===== src/sr_latch_consts.svh =====
`ifndef SR_LATCH_CONSTS_SVH
`define SR_LATCH_CONSTS_SVH

// ==========================================================================
// Register byte addresses
`define ADDR_LATCH_CONTROL_PRIMARY 4'h0
`define ADDR_LATCH_SOURCE_ENABLES  4'h4
`define ADDR_LATCH_STATUS          4'h8

// ==========================================================================
// Field positions, first control register
`define BIT_MODULE_ENABLE    7
`define BIT_SEL_HI           6
`define BIT_SEL_LO           4
`define BIT_TRUE_OUT_EN      3
`define BIT_COMPL_OUT_EN     2
`define BIT_SOFT_SET_PULSE   1
`define BIT_SOFT_RESET_PULSE 0

// ==========================================================================
// Field positions, source enable register
`define BIT_PIN_SET_EN     7
`define BIT_CLOCK_SET_EN   6
`define BIT_CMP2_SET_EN    5
`define BIT_CMP1_SET_EN    4
`define BIT_PIN_RESET_EN   3
`define BIT_CLOCK_RESET_EN 2
`define BIT_CMP2_RESET_EN  1
`define BIT_CMP1_RESET_EN  0

// ==========================================================================
// Reset values and timing
`define RST_CONTROL_PRIMARY 8'h00
`define RST_SOURCE_ENABLES  8'h00
`define MIN_DIV_LOG2        2
`define DIV_CNT_W           9
`define QCLK_DIV            4

`endif


===== src/sr_latch_pkg.sv =====
package sr_latch_pkg;
   typedef logic [7:0] reg8_t;
   typedef logic [1:0] axi_resp_t;
   typedef enum logic [1:0] {
      RD_IDLE = 2'b01,
      RD_RESP = 2'b10
   } rd_state_t;
endpackage


===== src/periodic_pulse_gen.sv =====
`timescale 1ns/10ps
`include "sr_latch_consts.svh"

module periodic_pulse_gen (
   input  wire logic       clk_sys,  // System clock
   input  wire logic       nrst,     // Async reset, active low
   input  wire logic [2:0] sel,      // Period code, N = 4 << sel
   output logic            pulse     // One-cycle pulse every N cycles
);
   import sr_latch_pkg::*;

   logic [`DIV_CNT_W-1:0] cnt_q;
   logic [`DIV_CNT_W-1:0] mask;

   // Free-running counter, no reset dependence on code
   always_ff @(posedge clk_sys or negedge nrst) begin
      if (!nrst) begin
         cnt_q <= '0;
      end else begin
         cnt_q <= cnt_q + 1'b1;
      end
   end

   // Low bits of the counter define the period
   // Shift amount needs four bits: code 111 shifts by 9 and wraps to all ones
   always_comb begin
      mask  = `DIV_CNT_W'((`DIV_CNT_W'(1) << (4'(`MIN_DIV_LOG2) + 4'(sel))) - 1'b1);
      pulse = ((cnt_q & mask) == mask);
   end
endmodule


===== src/sr_latch_unit.sv =====
`timescale 1ns/10ps
`include "sr_latch_consts.svh"
// What this block does
// Latch follows active-high set and reset inputs without a clock edge; here state_q changes only on the clk_sys rising edge.
// Set and reset high together: latch goes to and holds reset.
// Software set/reset bits pulse latch input one Q-clock, read as zero.
// Periodic pulse one cycle wide every 4 to 512 cycles by code.
// Clock-set and clock-reset enables route periodic pulse to latch inputs.
// Comparator set enables set latch while comparator output is high.
// Comparator reset enables reset latch while comparator output is high.
// Pin enables let external input pin set or reset latch.
// Module enable gates the latch; disabled means output enables ignored; here only the output enables are gated and state_q still updates.
// Enabled module with true-output enable drives true output pin.
// Enabled module with complement enable drives complement pin; both allowed.
// Device reset leaves latch state undefined.
// Software puts latch in known state before enabling output pins.
// Software avoids enabling one source for both set and reset.
// Software clears pin direction bit so the pin driver works.
// Comparator inputs arrive already synchronised by the comparator block.
// Both control registers reset to zero on every reset.
// Combined inputs are ORs of enabled sources; divider runs freely.

module sr_latch_unit (
   input  wire logic        clk_sys,           // System clock, 250 MHz
   input  wire logic        nrst,              // Async reset, active low
   input  wire logic [3:0]  s_axi_awaddr,      // Write address
   input  wire logic        s_axi_awvalid,     // Write address valid
   output logic             s_axi_awready,     // Write address ready
   input  wire logic [31:0] s_axi_wdata,       // Write data
   input  wire logic [3:0]  s_axi_wstrb,       // Write byte strobes
   input  wire logic        s_axi_wvalid,      // Write data valid
   output logic             s_axi_wready,      // Write data ready
   output sr_latch_pkg::axi_resp_t s_axi_bresp, // Write response
   output logic             s_axi_bvalid,      // Write response valid
   input  wire logic        s_axi_bready,      // Write response ready
   input  wire logic [3:0]  s_axi_araddr,      // Read address
   input  wire logic        s_axi_arvalid,     // Read address valid
   output logic             s_axi_arready,     // Read address ready
   output logic [31:0]      s_axi_rdata,       // Read data
   output sr_latch_pkg::axi_resp_t s_axi_rresp, // Read response
   output logic             s_axi_rvalid,      // Read data valid
   input  wire logic        s_axi_rready,      // Read data ready
   input  wire logic        cmp1_synced_out,   // Comparator 1 output
   input  wire logic        cmp2_synced_out,   // Comparator 2 output
   input  wire logic        latch_ext_input_pin, // External latch input
   output logic             true_out_pin,      // True output level
   output logic             true_out_pin_oe,   // True output drive enable
   output logic             compl_out_pin,     // Complement output level
   output logic             compl_out_pin_oe   // Complement output drive enable
);
   import sr_latch_pkg::*;

   // ======================================================================
   // Registers and internal signals
   reg8_t      latch_control_primary_q;
   reg8_t      latch_source_enables_q;
   logic       soft_set_pulse_q;
   logic       soft_reset_pulse_q;
   logic [1:0] qclk_cnt_q;
   logic       soft_set_pend_q;
   logic       soft_reset_pend_q;
   logic       state_q;
   logic       periodic_pulse;
   logic       set_in;
   logic       reset_in;
   logic       aw_held_q;
   logic       w_held_q;
   logic [3:0] awaddr_q;
   logic [31:0] wdata_q;
   logic [3:0] wstrb_q;
   rd_state_t  rd_state_q;

   function automatic logic known_addr(input logic [3:0] a);
      known_addr = (a == `ADDR_LATCH_CONTROL_PRIMARY) || (a == `ADDR_LATCH_SOURCE_ENABLES)
                   || (a == `ADDR_LATCH_STATUS);
   endfunction

   // ======================================================================
   // Write channel: address and data captured in either order
   wire do_write = aw_held_q && w_held_q && !s_axi_bvalid;

   always_ff @(posedge clk_sys or negedge nrst) begin
      if (!nrst) begin
         aw_held_q     <= 1'b0;
         w_held_q      <= 1'b0;
         awaddr_q      <= 4'h0;
         wdata_q       <= 32'h0;
         wstrb_q       <= 4'h0;
         s_axi_awready <= 1'b0;
         s_axi_wready  <= 1'b0;
         s_axi_bvalid  <= 1'b0;
         s_axi_bresp   <= 2'b00;
      end else begin
         s_axi_awready <= !aw_held_q && !s_axi_awready && s_axi_awvalid;
         s_axi_wready  <= !w_held_q && !s_axi_wready && s_axi_wvalid;
         if (s_axi_awvalid && s_axi_awready) begin
            aw_held_q <= 1'b1;
            awaddr_q  <= s_axi_awaddr;
         end
         if (s_axi_wvalid && s_axi_wready) begin
            w_held_q <= 1'b1;
            wdata_q  <= s_axi_wdata;
            wstrb_q  <= s_axi_wstrb;
         end
         if (do_write) begin
            aw_held_q    <= 1'b0;
            w_held_q     <= 1'b0;
            s_axi_bvalid <= 1'b1;
            s_axi_bresp  <= known_addr(awaddr_q) ? 2'b00 : 2'b10;
         end else if (s_axi_bvalid && s_axi_bready) begin
            s_axi_bvalid <= 1'b0;
         end
      end
   end

   wire wr_ctrl = do_write && wstrb_q[0] && (awaddr_q == `ADDR_LATCH_CONTROL_PRIMARY);
   wire wr_srcs = do_write && wstrb_q[0] && (awaddr_q == `ADDR_LATCH_SOURCE_ENABLES);

   // ======================================================================
   // Control registers; pulse bits are never stored
   always_ff @(posedge clk_sys or negedge nrst) begin
      if (!nrst) begin
         latch_control_primary_q <= `RST_CONTROL_PRIMARY;
         latch_source_enables_q  <= `RST_SOURCE_ENABLES;
      end else begin
         if (wr_ctrl) begin
            latch_control_primary_q <= {wdata_q[7:2], 2'b00};
         end
         if (wr_srcs) begin
            latch_source_enables_q <= wdata_q[7:0];
         end
      end
   end

   // ======================================================================
   // Software pulses: held until the next Q-clock boundary, then one Q-clock
   always_ff @(posedge clk_sys or negedge nrst) begin
      if (!nrst) begin
         qclk_cnt_q         <= 2'b00;
         soft_set_pend_q    <= 1'b0;
         soft_reset_pend_q  <= 1'b0;
         soft_set_pulse_q   <= 1'b0;
         soft_reset_pulse_q <= 1'b0;
      end else begin
         qclk_cnt_q <= qclk_cnt_q + 2'b01;
         if (qclk_cnt_q == 2'(`QCLK_DIV - 1)) begin
            soft_set_pulse_q   <= soft_set_pend_q;
            soft_reset_pulse_q <= soft_reset_pend_q;
            soft_set_pend_q    <= wr_ctrl && wdata_q[`BIT_SOFT_SET_PULSE];
            soft_reset_pend_q  <= wr_ctrl && wdata_q[`BIT_SOFT_RESET_PULSE];
         end else begin
            soft_set_pend_q    <= soft_set_pend_q || (wr_ctrl && wdata_q[`BIT_SOFT_SET_PULSE]);
            soft_reset_pend_q  <= soft_reset_pend_q
                                  || (wr_ctrl && wdata_q[`BIT_SOFT_RESET_PULSE]);
         end
      end
   end

   // ======================================================================
   // Periodic pulse source
   periodic_pulse_gen i_periodic_pulse_gen (
      .clk_sys (clk_sys),
      .nrst    (nrst),
      .sel     (latch_control_primary_q[`BIT_SEL_HI:`BIT_SEL_LO]),
      .pulse   (periodic_pulse)
   );

   // ======================================================================
   // Combined set and reset inputs
   // Comparator inputs are taken as already synchronised upstream
   always_comb begin
      set_in = soft_set_pulse_q
             | (latch_source_enables_q[`BIT_CLOCK_SET_EN] & periodic_pulse)
             | (latch_source_enables_q[`BIT_CMP2_SET_EN] & cmp2_synced_out)
             | (latch_source_enables_q[`BIT_CMP1_SET_EN] & cmp1_synced_out)
             | (latch_source_enables_q[`BIT_PIN_SET_EN] & latch_ext_input_pin);
      reset_in = soft_reset_pulse_q
             | (latch_source_enables_q[`BIT_CLOCK_RESET_EN] & periodic_pulse)
             | (latch_source_enables_q[`BIT_CMP2_RESET_EN] & cmp2_synced_out)
             | (latch_source_enables_q[`BIT_CMP1_RESET_EN] & cmp1_synced_out)
             | (latch_source_enables_q[`BIT_PIN_RESET_EN] & latch_ext_input_pin);
   end

   // ======================================================================
   // Latch state: reset dominant, no device reset applied
   always_ff @(posedge clk_sys) begin
      if (reset_in) begin
         state_q <= 1'b0;
      end else if (set_in) begin
         state_q <= 1'b1;
      end
   end

   // ======================================================================
   // Output pins
   always_ff @(posedge clk_sys or negedge nrst) begin
      if (!nrst) begin
         true_out_pin     <= 1'b0;
         compl_out_pin    <= 1'b1;
         true_out_pin_oe  <= 1'b0;
         compl_out_pin_oe <= 1'b0;
      end else begin
         true_out_pin     <= state_q;
         compl_out_pin    <= !state_q;
         true_out_pin_oe  <= latch_control_primary_q[`BIT_MODULE_ENABLE]
                             & latch_control_primary_q[`BIT_TRUE_OUT_EN];
         compl_out_pin_oe <= latch_control_primary_q[`BIT_MODULE_ENABLE]
                             & latch_control_primary_q[`BIT_COMPL_OUT_EN];
      end
   end

   // ======================================================================
   // Read channel
   always_ff @(posedge clk_sys or negedge nrst) begin
      if (!nrst) begin
         rd_state_q    <= RD_IDLE;
         s_axi_arready <= 1'b0;
         s_axi_rvalid  <= 1'b0;
         s_axi_rdata   <= 32'h0;
         s_axi_rresp   <= 2'b00;
      end else begin
         case (rd_state_q)
            RD_IDLE: begin
               s_axi_arready <= s_axi_arvalid && !s_axi_arready;
               if (s_axi_arvalid && s_axi_arready) begin
                  s_axi_arready <= 1'b0;
                  s_axi_rvalid  <= 1'b1;
                  s_axi_rresp   <= known_addr(s_axi_araddr) ? 2'b00 : 2'b10;
                  case (s_axi_araddr)
                     `ADDR_LATCH_CONTROL_PRIMARY: s_axi_rdata <= {24'h0, latch_control_primary_q};
                     `ADDR_LATCH_SOURCE_ENABLES:  s_axi_rdata <= {24'h0, latch_source_enables_q};
                     `ADDR_LATCH_STATUS:          s_axi_rdata <= {31'h0, state_q};
                     default:                     s_axi_rdata <= 32'h0;
                  endcase
                  rd_state_q <= RD_RESP;
               end
            end
            RD_RESP: begin
               if (s_axi_rready) begin
                  s_axi_rvalid <= 1'b0;
                  rd_state_q   <= RD_IDLE;
               end
            end
            default: begin
               rd_state_q <= RD_IDLE;
            end
         endcase
      end
   end
endmodule


===== config.mk =====
export PLATFORM = sky130hd
export DESIGN_NAME = sr_latch_unit
export DESIGN_NICKNAME = d
export VERILOG_FILES = /design/src/sr_latch_pkg.sv /design/src/periodic_pulse_gen.sv /design/src/sr_latch_unit.sv
export VERILOG_INCLUDE_DIRS = /design/src
export SDC_FILE = /design/constraint.sdc
export NUM_CORES = 1
export LEC_CHECK = 0
export BUFFER_PORTS_ARGS = -buffer_cell sky130_fd_sc_hd__buf_2
export CAP_MARGIN = 20
export CORE_MARGIN = 3
export CORE_UTILIZATION = 42
export DETAILED_ROUTE_END_ITERATION = 7
export GPL_ROUTABILITY_DRIVEN = 0
export PLACE_DENSITY = 0.79
export SETUP_SLACK_MARGIN = 0.15
export SLEW_MARGIN = 20
export SYNTH_ARGS = -nofsm -noshare
export SYNTH_HDL_FRONTEND = slang
export SYNTH_SLANG_ARGS = --single-unit

===== constraint.sdc =====
create_clock -name clk_sys -period 2.5 [get_ports clk_sys]
set_clock_uncertainty 0.15 [all_clocks]
set_input_delay 0.75 -clock clk_sys [delete_from_list [all_inputs] [get_ports clk_sys]]
set_output_delay 0.75 -clock clk_sys [all_outputs]
set_load 0.02 [all_outputs]

# == Yosys cells after proc, flatten, opt, wreduce, memory -nomap -nowiden ==
# Cells that the tools add are included.
# word_totals
reg_bits,92
wordCells,117
# op_classes
add_sub_neg,4
muxes,18
bitwise,19
n_reduce_logical,38
n_eq_ne,10
shifts,1
# op_table
op,n
8-bit one-hot mux with 3 select lines,1
1-bit logical AND,16
1-bit two-way mux,11
1-bit AND,10
9-bit by 1-bit adder with 9-bit output (second input constant),1
9-bit AND,1
9-bit equality test,1
1-bit by 4-bit left shift with 9-bit output (first input constant),1
9-bit by 1-bit subtractor with 9-bit output (second input constant),1
4-bit by 3-bit equality test with 1-bit output (second input constant),2
4-bit equality test (second input constant),2
4-bit zero test,2
2-bit two-way mux,4
1-bit OR,8
2-bit nonzero test,4
1-bit zero test,7
1-bit logical OR,6
2-bit by 3-bit adder with 4-bit output (first input constant),1
2-bit equality test (second input constant),2
2-bit inequality test (second input constant),2
2-bit one-hot mux with 2 select lines,1
2-bit AND reduction,2
3-bit AND reduction,1
2-bit by 1-bit adder with 2-bit output (second input constant),1
2 further kinds,2

# == Depth between registers and ports, before layout ==
# Gate-level depths: netlist of the first run.
# logic_depth
word_depth,10
ltp_mapped,8

# == Modules after synthesis ==
# Synthesis of the first run repeated with hierarchy kept, for this count alone.
# hier_totals
hier_cells,246
area_unflattened_um2,3065.4
# by_module_without_submodules
mod,seq_area_each_um2,cells_per_inst,area_each_um2,n_inst
sr_latch_unit,1423.9,189,2448.6,1
periodic_pulse_gen,225.2,57,616.8,1

# == Least setup slack after synthesis of the first run ==
# OpenSTA, ideal clock, no wires.
# synth_path
path_type,reg2reg
startpoint,reg latch_control_primary_q[5]
endpoint,reg state_q
slack_ps,-3
period_less_slack_ps,2503
t_arrival_ps,2267
path_stages_with_launch,9
required_ps,2264
path_cell_list,dfrtp_1 inv_1 ha_1 buf_4 nor4_2 nor3_1 or3b_1 or3_1 a221oi_2
# synth_between
elab_chain_cells,10
elab_cells_between_ends,15
cone_classes,add/sub (2); eq/ne (1); shift (1); bitwise (11)
# synth_rtl
item,line_no,rtl
from (decl),sr_latch_unit.sv:55,reg8_t latch_control_primary_q;
from (signal assigned),sr_latch_unit.sv:123,latch_control_primary_q <= `RST_CONTROL_PRIMARY;
from (signal assigned),sr_latch_unit.sv:127,"latch_control_primary_q <= {wdata_q[7:2], 2'b00};"
2-bit by 3-bit adder with 4-bit output (*),periodic_pulse_gen.sv:27,mask = `DIV_CNT_W'((`DIV_CNT_W'(1) << (4'(`MIN_DIV_LOG2) + 4'(sel))) - 1'b1);
1-bit by 4-bit left shift with 9-bit output (no line) (*),--,
9-bit by 1-bit subtractor with 9-bit output (*),periodic_pulse_gen.sv:27,
9-bit AND,periodic_pulse_gen.sv:28,pulse = ((cnt_q & mask) == mask);
9-bit equality test (*),periodic_pulse_gen.sv:28,
1-bit AND (on tied branches),"sr_latch_unit.sv:173, sr_latch_unit.sv:178",
1-bit OR (on tied branches) (4 in a row),"sr_latch_unit.sv:172, sr_latch_unit.sv:177",
to (signal assigned),sr_latch_unit.sv:188,state_q <= 1'b0;
to (signal assigned),sr_latch_unit.sv:190,state_q <= 1'b1;
to (decl),sr_latch_unit.sv:62,logic state_q;
# Mark *: on every way between the ends. The rest lies on a longest branch, timed or not.
# A chain may end at the register's enable or synchronous reset.

# == Worst setup path in the final report of the first run ==
# Same ends and word-level chain as after synthesis.

==> results.yml, run 1 <==
synthesis:
  synth_top_area_share_pct: 52.1
  ys_seq_area_share_pct: 54.5
  synth_warnings: 0
  ys_ff_latch: 66
  avgSynthCellArea_um2: 12.0
  synthMuxAreaShare_pct: 12.0
  async_flop_share_pct: 98.5
  synthTopCellsByArea: "dfrtp_1 52%, mux2_2 10%, buf_4 6.7%, ha_1 3.7%, o21ai_0 2.6%"
  netlist_area_um2: 3020
  synth-simple-area-share_pct: 11.0
  synth_top_family_by_area: "multiplexers"
  yosysMostFrequentCell: "dfrtp_1"
  syn_inst: 252
  synthFlopType: "dfrtp_1"
  yosysTopAreaCell: "dfrtp_1"
  synthTopCellsByCount: "63 x dfrtp_1, 27 x buf_4, 27 x mux2_2"
  synthAdderAreaFrac_pct: 3.72
  synth_compound_area_share_pct: 6.83
  ys_types: 48
  synthXorXnorAreaFrac_pct: 2.90
  synth_edf_count: 0
outcome:
  status: "complete, no violations"
cts:
  clkSinkCount: 66
  cts_htree_levels: 3
  cts_buffers: 9
  root_buffer: "clkbuf_8"
  cts_tree: "done"
  clkLatencyLatePin_ns: 0.34
  clk_path_buf_depth: 2
  cts-hold-fix-buffers: 0
  clkTransAtPathRegs_ns: 0.07
routing:
  drc: 0
  viasPerCell: 4.93
  firstDrtPassIters: 6
  maxUsedRoutingLayer: "met4"
  drt-wirelength-per-cell_um: 13.6
  drt_iter0_drc: 100
  met3_length_um: 473
  detail-route-antenna-nets: 0
  wirelength_um: 5530
  vias: 2010
  met2_length_um: 2450
  wl_met1_um: 2520
critical_path:
  critical-path-top-delay-family: "simple AND/OR/NAND/NOR gates"
  worstSetupStartpoint: "latch_control_primary_q[5]"
  cp_num_buf_inv: 1
  required_ns: 2.61
  cp_cell_sequence: "buf_4 > ha_2 > and4bb_2 > xor2_1 > o32ai_1 > or3_1 > a221oi_2"
  endpoint_kind: "flip-flop"
  worstPathMaxFanout: 11
  timing.critical_path.from_type: "flip-flop"
  max_stage_delay_ns: 0.41
  worst-r2r-setup-slack_ns: 0.24
  cpMaxStageDelayCell: "dfrtp_2"
  path_depth: 7
  r2r_start: "latch_control_primary_q[5]"
  crit_end: "state_q"
  criticalPathCategory: "reg2reg"
  r2r_cells: 7
  arrival_ns: 2.36
  r2r-end: "state_q"
min_path:
  min_path_type: "reg2reg"
global_route:
  track_usage_pct: 14.2
  grt_max_degree: 66
  grt_pass1_wl_um: 9400
  overflow: 0
  grt_pass1_vias: 2004
  antenna_found_initial: 0
power:
  p_per_area_nw_per_um2: 1050
  finalPower_w: 0.00370
  worst_ir_drop_vdd_mv: 0.594
  p_int_w: 0.00248
  pwr-share-seq_pct: 44.4
  p_sw_w: 0.00122
  p_leak_nw: 1.72
  swShare_pct: 33.0
  power.share.clock_pct: 24.9
  combPwrFrac_pct: 30.8
sta:
  hold_violations: 0
  max_freq_ghz: 0.443
  hold-worst-slack_ns: 0.232
  setup_viol: 0
  drv_slew: 0
  relSlewSlack_pct: 64.3
  timing.final.crit_share_pct: 90.2
  grt_setup_unrepaired: "no"
  layout_setup_ws_ns: 0.245
  period_needed_ns: 2.26
  tightest_slew_ns: 0.521
  setup-tns-final_ns: 0
final_layout:
  synthToLayoutAreaGrowth_pct: 16.7
  fillers: 609
  drive_gt1_share_pct: 34.0
  multi_input_area_um2: 1230
  n_antenna_cell: 0
  fin_nets: 370
  seq_area_um2: 1650
  layout.cells.non_filler: 408
floorplan:
  die_area_um2: 8250
  die_w_um: 90.9
  die_h_um: 90.9
  io_pins: 99
  start_util_pct: 44.0
  rows: 30
  core_um2: 6870
placement:
  detailed_place_hpwl_um: 3990
  pre_cts_ws_ns: 0.107
  io_buffers: 45
  dp_cells: 391
flow_run:
  cap_violations: 0
[placed cells by master (no fill, tap or decap), types with 2 or more instances in the layout]
| cell type | count |
|---|---|
| a211oi_1 | 2 |
| a21oi_1 | 3 |
| and2_1 | 3 |
| and3_1 | 2 |
| and4bb_2 | 2 |
| buf_2 | 45 |
| buf_4 | 4 |
| clkbuf_1 | 2 |
| clkbuf_8 | 12 |
| conb_1 | 26 |
| dfrtp_1 | 62 |
| dfstp_2 | 2 |
| ha_1 | 7 |
| inv_1 | 11 |
| inv_2 | 2 |
| mux2_2 | 27 |
| mux2i_1 | 6 |
| nand2_1 | 20 |
| nand3_1 | 5 |
| nand4_1 | 2 |
| nor2_1 | 3 |
| nor3_1 | 4 |
| nor3b_1 | 2 |
| nor4_1 | 2 |
| o21ai_0 | 16 |
| o32ai_1 | 2 |
| xnor2_1 | 8 |
| xor2_1 | 2 |
[stage by stage]
step | utilization (%) | area (um^2)
CTS | 51.1 | 3510
global route | 51.4 | 3530
floorplan | - | 3120
detailed placement | 47.9 | 3290
finish | 51.4 | 3530
global placement | 47.9 | 3290
[state kept, by name, indices dropped and copies added, names as in the netlist, 2 cells and up]
signal                      count
latch_source_enables_q          8
latch_control_primary_q         6
rd_state_q                      2
s_axi_rdata                     8
awaddr_q                        4
qclk_cnt_q                      2
wdata_q                         8
i_periodic_pulse_gen.cnt_q      9
[kinds of logic after synthesis]
family	count (synthesis)
buf+inv	44
compound gates	32
flops	66
fa+ha+maj	9
other cells	1
simple gates	57
mux	33
xor+xnor	10
[power groups by stage]
stage	clock, W	combinational [W]	sequential [W]
final	0.000919	0.00114	0.00164
after global routing	0.000996	0.00125	0.00169
after CTS	0.000943	0.00112	0.00164
after detailed placement	0	0.00106	0.00166
after global placement	0	0.00102	0.00164
after floorplan	0	0.000728	0.00169
[layout make-up]
class                           instances  share of cell area, %
Multi-Input combinational cell        167                   34.8
Sequential cell                        66                   46.8
Tap cell                               96                   3.40
Inverter                               13                   1.38
Clock inverter                          2                  0.993
Clock buffer                           14                   4.89
Timing Repair Buffer                   50                   7.80
[worst min path at each step]
stage            start      endpoint  slack (ns)  cells past startpoint
3_5_place_dp   state_q  true_out_pin        0.21                      0
2_1_floorplan  state_q  true_out_pin        0.19                      0
6_report       state_q  true_out_pin        0.23                      0
5_1_grt        state_q  true_out_pin        0.24                      0
3_3_place_gp   state_q  true_out_pin        0.21                      0
4_1_cts        state_q  true_out_pin        0.23                      0
[metal layers]
layer,up-vias,track usage (%)
met5,-,0
met4,0,4.15
met3,10,6.92
met2,81,21.2
met1,987,18.2
li1,932,-
[timing repair]
action / CTS / global route
setup buffers: 0 / 1
gates resized for setup: 3 / 3
endpoints found under the hold margin: 0 / 0
setup endpoints to repair: 1 / 1
No activity file was read; power rests on OpenSTA's default activity.
==> run 2, diff against run 1 <==
PLACE_DENSITY = 0.76   (was 0.79)
TNS_END_PERCENT = 10   (was default)
clock period = 2.9 ns   (was 2.5 ns; I/O delays follow)
==> run 2 against run 1 <==
Net effect:
- sequential share of layout area decreased by 0.052 points
- via count shrank 2.6%
- sequential power down 15%
- critical endpoint unchanged
- highest routed layer unchanged
==> results.yml, run 2 (synthesized netlist as in run 1, its figures left out) <==
power:
  p_leak_nw: 1.73
  worst_ir_drop_vdd_mv: 0.558
  combPwrFrac_pct: 28.0
  swShare_pct: 31.7
  pwr-share-seq_pct: 43.1
  power.share.clock_pct: 28.9
  p_int_w: 0.00222
  p_per_area_nw_per_um2: 922
  p_sw_w: 0.00103
cts:
  cts_buffers: 9
  clkSinkCount: 66
  postCtsResizedCells: 0
  post-cts-setup-buffers: 0
  clkLatencyLatePin_ns: 0.33
  root_buffer: "clkbuf_8"
  cts_tree: "done"
  cts_htree_levels: 3
  cts-hold-fix-buffers: 0
  clkTransAtPathRegs_ns: 0.07
  clk_path_buf_depth: 2
floorplan:
  rows: 30
  die_area_um2: 8250
  die_h_um: 90.9
  core_um2: 6870
  start_util_pct: 44.0
  die_w_um: 90.9
  io_pins: 99
critical_path:
  r2r-end: "state_q"
  r2r_cells: 7
  criticalPathCategory: "reg2reg"
  arrival_ns: 2.58
  worst-r2r-setup-slack_ns: 0.43
  r2r_start: "latch_control_primary_q[6]"
  cpMaxStageDelayCell: "ha_1"
  required_ns: 3.00
  max_stage_delay_ns: 0.41
  endpoint_kind: "flip-flop"
  timing.critical_path.from_type: "flip-flop"
  cp_cell_sequence: "inv_1 > ha_1 > nor4_2 > nor3_1 > or3b_1 > or3_1 > a221oi_2"
  worstPathMaxFanout: 9
global_route:
  track_usage_pct: 14.0
  grt_pass1_vias: 1915
  antenna_found_initial: 0
  grt_pass1_wl_um: 9320
  overflow: 0
  grt_max_degree: 66
sta:
  grt_setup_unrepaired: "no"
  relSlewSlack_pct: 65.9
  setup-tns-final_ns: 0
  hold_violations: 0
  drv_slew: 0
  tightest_slew_ns: 0.498
  timing.final.crit_share_pct: 85.3
  setup_viol: 0
  period_needed_ns: 2.47
  max_freq_ghz: 0.404
routing:
  vias: 1958
  drt_iter0_drc: 61
  drc: 0
  wirelength_um: 5500
  drt-wirelength-per-cell_um: 13.5
  firstDrtPassIters: 4
  detail-route-antenna-nets: 0
  viasPerCell: 4.81
final_layout:
  fillers: 630
  synthToLayoutAreaGrowth_pct: 16.7
  design_area_um2: 3530
  largest_reg_flops: 9
  final_common_cell: "dfrtp_1"
  fin_nets: 369
  layout_common_cells: "63 x dfrtp_1, 45 x buf_2, 27 x mux2_2"
  n_antenna_cell: 0
  drive_gt1_share_pct: 31.5
  regMostFlops: "i_periodic_pulse_gen.cnt_q"
min_path:
  whs_path_depth: 0
  min_to: "true_out_pin"
  worstHoldStart: "state_q"
  min_path_type: "reg2reg"
placement:
  io_buffers: 45
  place_area_um2: 3290
  detailed_place_hpwl_um: 3890
outcome:
  status: "complete, no violations"
flow_run:
  cap_violations: 0
-- run 2: layout make-up --
class	count	area [um^2]	share of cell area, %
flip-flops and latches	66	1650	46.7
multi-input cells	167	1200	34.0
repair buffers	49	268	7.59
clock buffers	12	145	4.11
well taps	96	120	3.40
clock inverters	4	98.8	2.80
inverters	13	48.8	1.38
-- run 2: critical path: cells and delay by family, from the launching register on --
| kind | cells | cell delay, ns |
|---|---|---|
| and+or+nand+nor | 4 | 1.09 |
| DFF | 1 | 0.40 |
| buffers and inverters | 1 | 0.12 |
| AOI/OAI and AO/OA | 1 | 0.21 |
| adders and majority gates | 1 | 0.41 |
-- run 2: power groups by stage --
stage                     Combinational (W)  Sequential, W  Clock (W)
after floorplan                    0.000628        0.00146          0
after global placement             0.000879        0.00141          0
after detailed placement           0.000915        0.00142          0
after CTS                          0.000916        0.00140   0.000959
after global routing                0.00101        0.00145   0.000998
final                              0.000911        0.00140   0.000939
-- run 2: worst max path at each step --
stage                                     startpoint       to  slack (ns)  cells past startpoint
final                     latch_control_primary_q[6]  state_q        0.43                      7
after detailed placement  latch_control_primary_q[6]  state_q        0.45                      7
after global placement    latch_control_primary_q[6]  state_q        0.53                      7
after CTS                 latch_control_primary_q[6]  state_q        0.42                      7
after floorplan           latch_control_primary_q[5]  state_q        0.40                      8
after global routing      latch_control_primary_q[6]  state_q        0.26                      7
-- run 2: per-stage QoR --
step	total power, W	cells	hold slack (ns)	setup slack [ns]	util (%)
floorplan	0.00209	277	0.192	0.397	-
global placement	0.00228	391	0.214	0.527	47.8
detailed placement	0.00233	391	0.213	0.446	47.8
CTS	0.00328	407	0.225	0.424	51.4
global route	0.00346	407	0.238	0.256	51.4
finish	0.00325	407	0.227	0.425	51.4
-- run 2: per-layer routing --
layer / GRT usage, % / part of all wire [%] / vias to the layer above
met4: 4.52 / 0.69 / 0
met5: 0 / 0 / -
li1: - / - / 933
met3: 5.58 / 8.0 / 7
met1: 19.2 / 47 / 946
met2: 20.1 / 44 / 72
==> run 3, diff against run 2 <==
CELL_PAD_IN_SITES_DETAIL_PLACEMENT = 0   (was default)
CELL_PAD_IN_SITES_GLOBAL_PLACEMENT = 2   (was default)
CORE_UTILIZATION = 34   (was 42)
PLACE_DENSITY = 0.92   (was 0.76)
RECOVER_POWER = 100   (was default)
==> run 3 against run 2 <==
Net effect:
- first-iteration DRC count increased by 33%
- hold slack got worse by 0.0014 ns
- total power decreased by 10%
- register-to-register slack improved by 0.02 ns
- global-route usage decreased by 2.2 points
- utilization decreased by 11 points
- clock power decreased by 31%
- design area decreased by 3.2%
- final cell count increased by 2.2%
- critical path type unchanged
==> results.yml, run 3 (synthesized netlist as in run 1, its figures left out) <==
sta:
  timing.final.crit_share_pct: 84.5
  max_freq_ghz: 0.408
  tightest_slew_ns: 1.12
  period_needed_ns: 2.45
  grt_setup_unrepaired: "no"
  drv_slew: 0
  relSlewSlack_pct: 25.5
  setup_viol: 0
  layout_setup_ws_ns: 0.450
  setup-tns-final_ns: 0
  hold_violations: 0
floorplan:
  rows: 33
  core_um2: 8420
  die_w_um: 100
  die_area_um2: 10100
  io_pins: 99
  die_h_um: 100
  start_util_pct: 35.9
routing:
  vias: 1935
  drt-wirelength-per-cell_um: 13.5
  firstDrtPassIters: 4
  viasPerCell: 4.65
  drc: 0
  wirelength_um: 5620
  detail-route-antenna-nets: 0
  drt_iter0_drc: 81
cts:
  cts-hold-fix-buffers: 0
  clkTransAtPathRegs_ns: 0.07
  cts_buffers: 9
  clk_path_buf_depth: 2
  cts_htree_levels: 3
  postCtsResizedCells: 0
  root_buffer: "clkbuf_8"
  cts_tree: "done"
  clkSinkCount: 66
  post-cts-setup-buffers: 0
  clkLatencyLatePin_ns: 0.34
power:
  p_leak_nw: 1.60
  worst_ir_drop_vdd_mv: 0.446
  finalPower_w: 0.00292
  p_per_area_nw_per_um2: 854
placement:
  detailed_place_hpwl_um: 4100
  pre_cts_ws_ns: 0.485
  dp_cells: 400
  io_buffers: 45
final_layout:
  layout.cells.non_filler: 416
  fin_nets: 369
  largest_reg_flops: 9
  drive_gt1_share_pct: 23.5
  n_antenna_cell: 0
  synthToLayoutAreaGrowth_pct: 13.0
  final_common_cell: "dfrtp_1"
  regMostFlops: "i_periodic_pulse_gen.cnt_q"
  final_util_pct: 40.6
  layout_common_cells: "63 x dfrtp_1, 27 x mux2_2, 26 x conb_1, 26 x clkbuf_1, 23 x buf_2"
outcome:
  status: "complete, no violations"
critical_path:
  worstPathMaxFanout: 9
  endpoint_kind: "flip-flop"
  worstSetupStartpoint: "latch_control_primary_q[6]"
  required_ns: 3.00
  r2r_cells: 7
  arrival_ns: 2.55
  timing.critical_path.from_type: "flip-flop"
  r2r_start: "latch_control_primary_q[6]"
  criticalPathCategory: "reg2reg"
global_route:
  grt_max_degree: 47
  overflow: 0
  grt_pass1_wl_um: 9360
  antenna_found_initial: 0
  track_usage_pct: 11.8
  grt_pass1_vias: 1889
min_path:
  worstHoldStart: "state_q"
  whs_path_depth: 0
  min_path_type: "reg2reg"
flow_run:
  cap_violations: 0
[run 3: through the flow]
step | hold slack [ns] | cell area (um^2)
after floorplan | 0.192 | 3120
after global placement | 0.222 | 3300
after detailed placement | 0.223 | 3300
after CTS | 0.233 | 3460
after global routing | 0.245 | 3420
final | 0.226 | 3420
[run 3: path summary, 6_finish.rpt]
check                                                endpoint  slack (ns)
worst max-delay path                                  state_q        0.45
worst min-delay path                             true_out_pin        0.23
worst max register to register                        state_q        0.45
worst min register to register                   true_out_pin        0.23
max in group asynchronous                       rd_state_q[0]        1.18
min in group asynchronous       i_periodic_pulse_gen.cnt_q[8]        0.57
[run 3: metal layers]
| metal | global-route usage (%) | wire (um) |
|---|---|---|
| met1 | 17.1 | 2690 |
| met2 | 16.4 | 2490 |
| met3 | 2.99 | 326 |
| met4 | 5.60 | 110 |
| met5 | 0 | 0 |
[run 3: cell type report]
type | count | area (um^2)
repair buffers | 49 | 233
inverters | 13 | 48.8
well taps | 105 | 131
multi-input cells | 167 | 1190
fillers | 851 | 5000
clock inverters | 5 | 31.3
clock buffers | 11 | 131
flip-flops and latches | 66 | 1650
[run 3: power by group]
part	switching [W]	leakage (nW)	total [W]	internal (W)
Sequential	0.000201	0.838	0.00140	0.00120
Clock	0.000339	0.0831	0.000646	0.000307
Combinational	0.000476	0.677	0.000874	0.000398
Total	0.00102	1.60	0.00292	0.00190
[run 3: critical path, stage by stage, from the launching register on]
cell      delay, ns
dfrtp_1        0.41
inv_1          0.15
ha_1           0.36
nor4_2         0.25
nor3_1         0.09
or3b_1         0.37
or3_1          0.37
a221oi_1       0.23
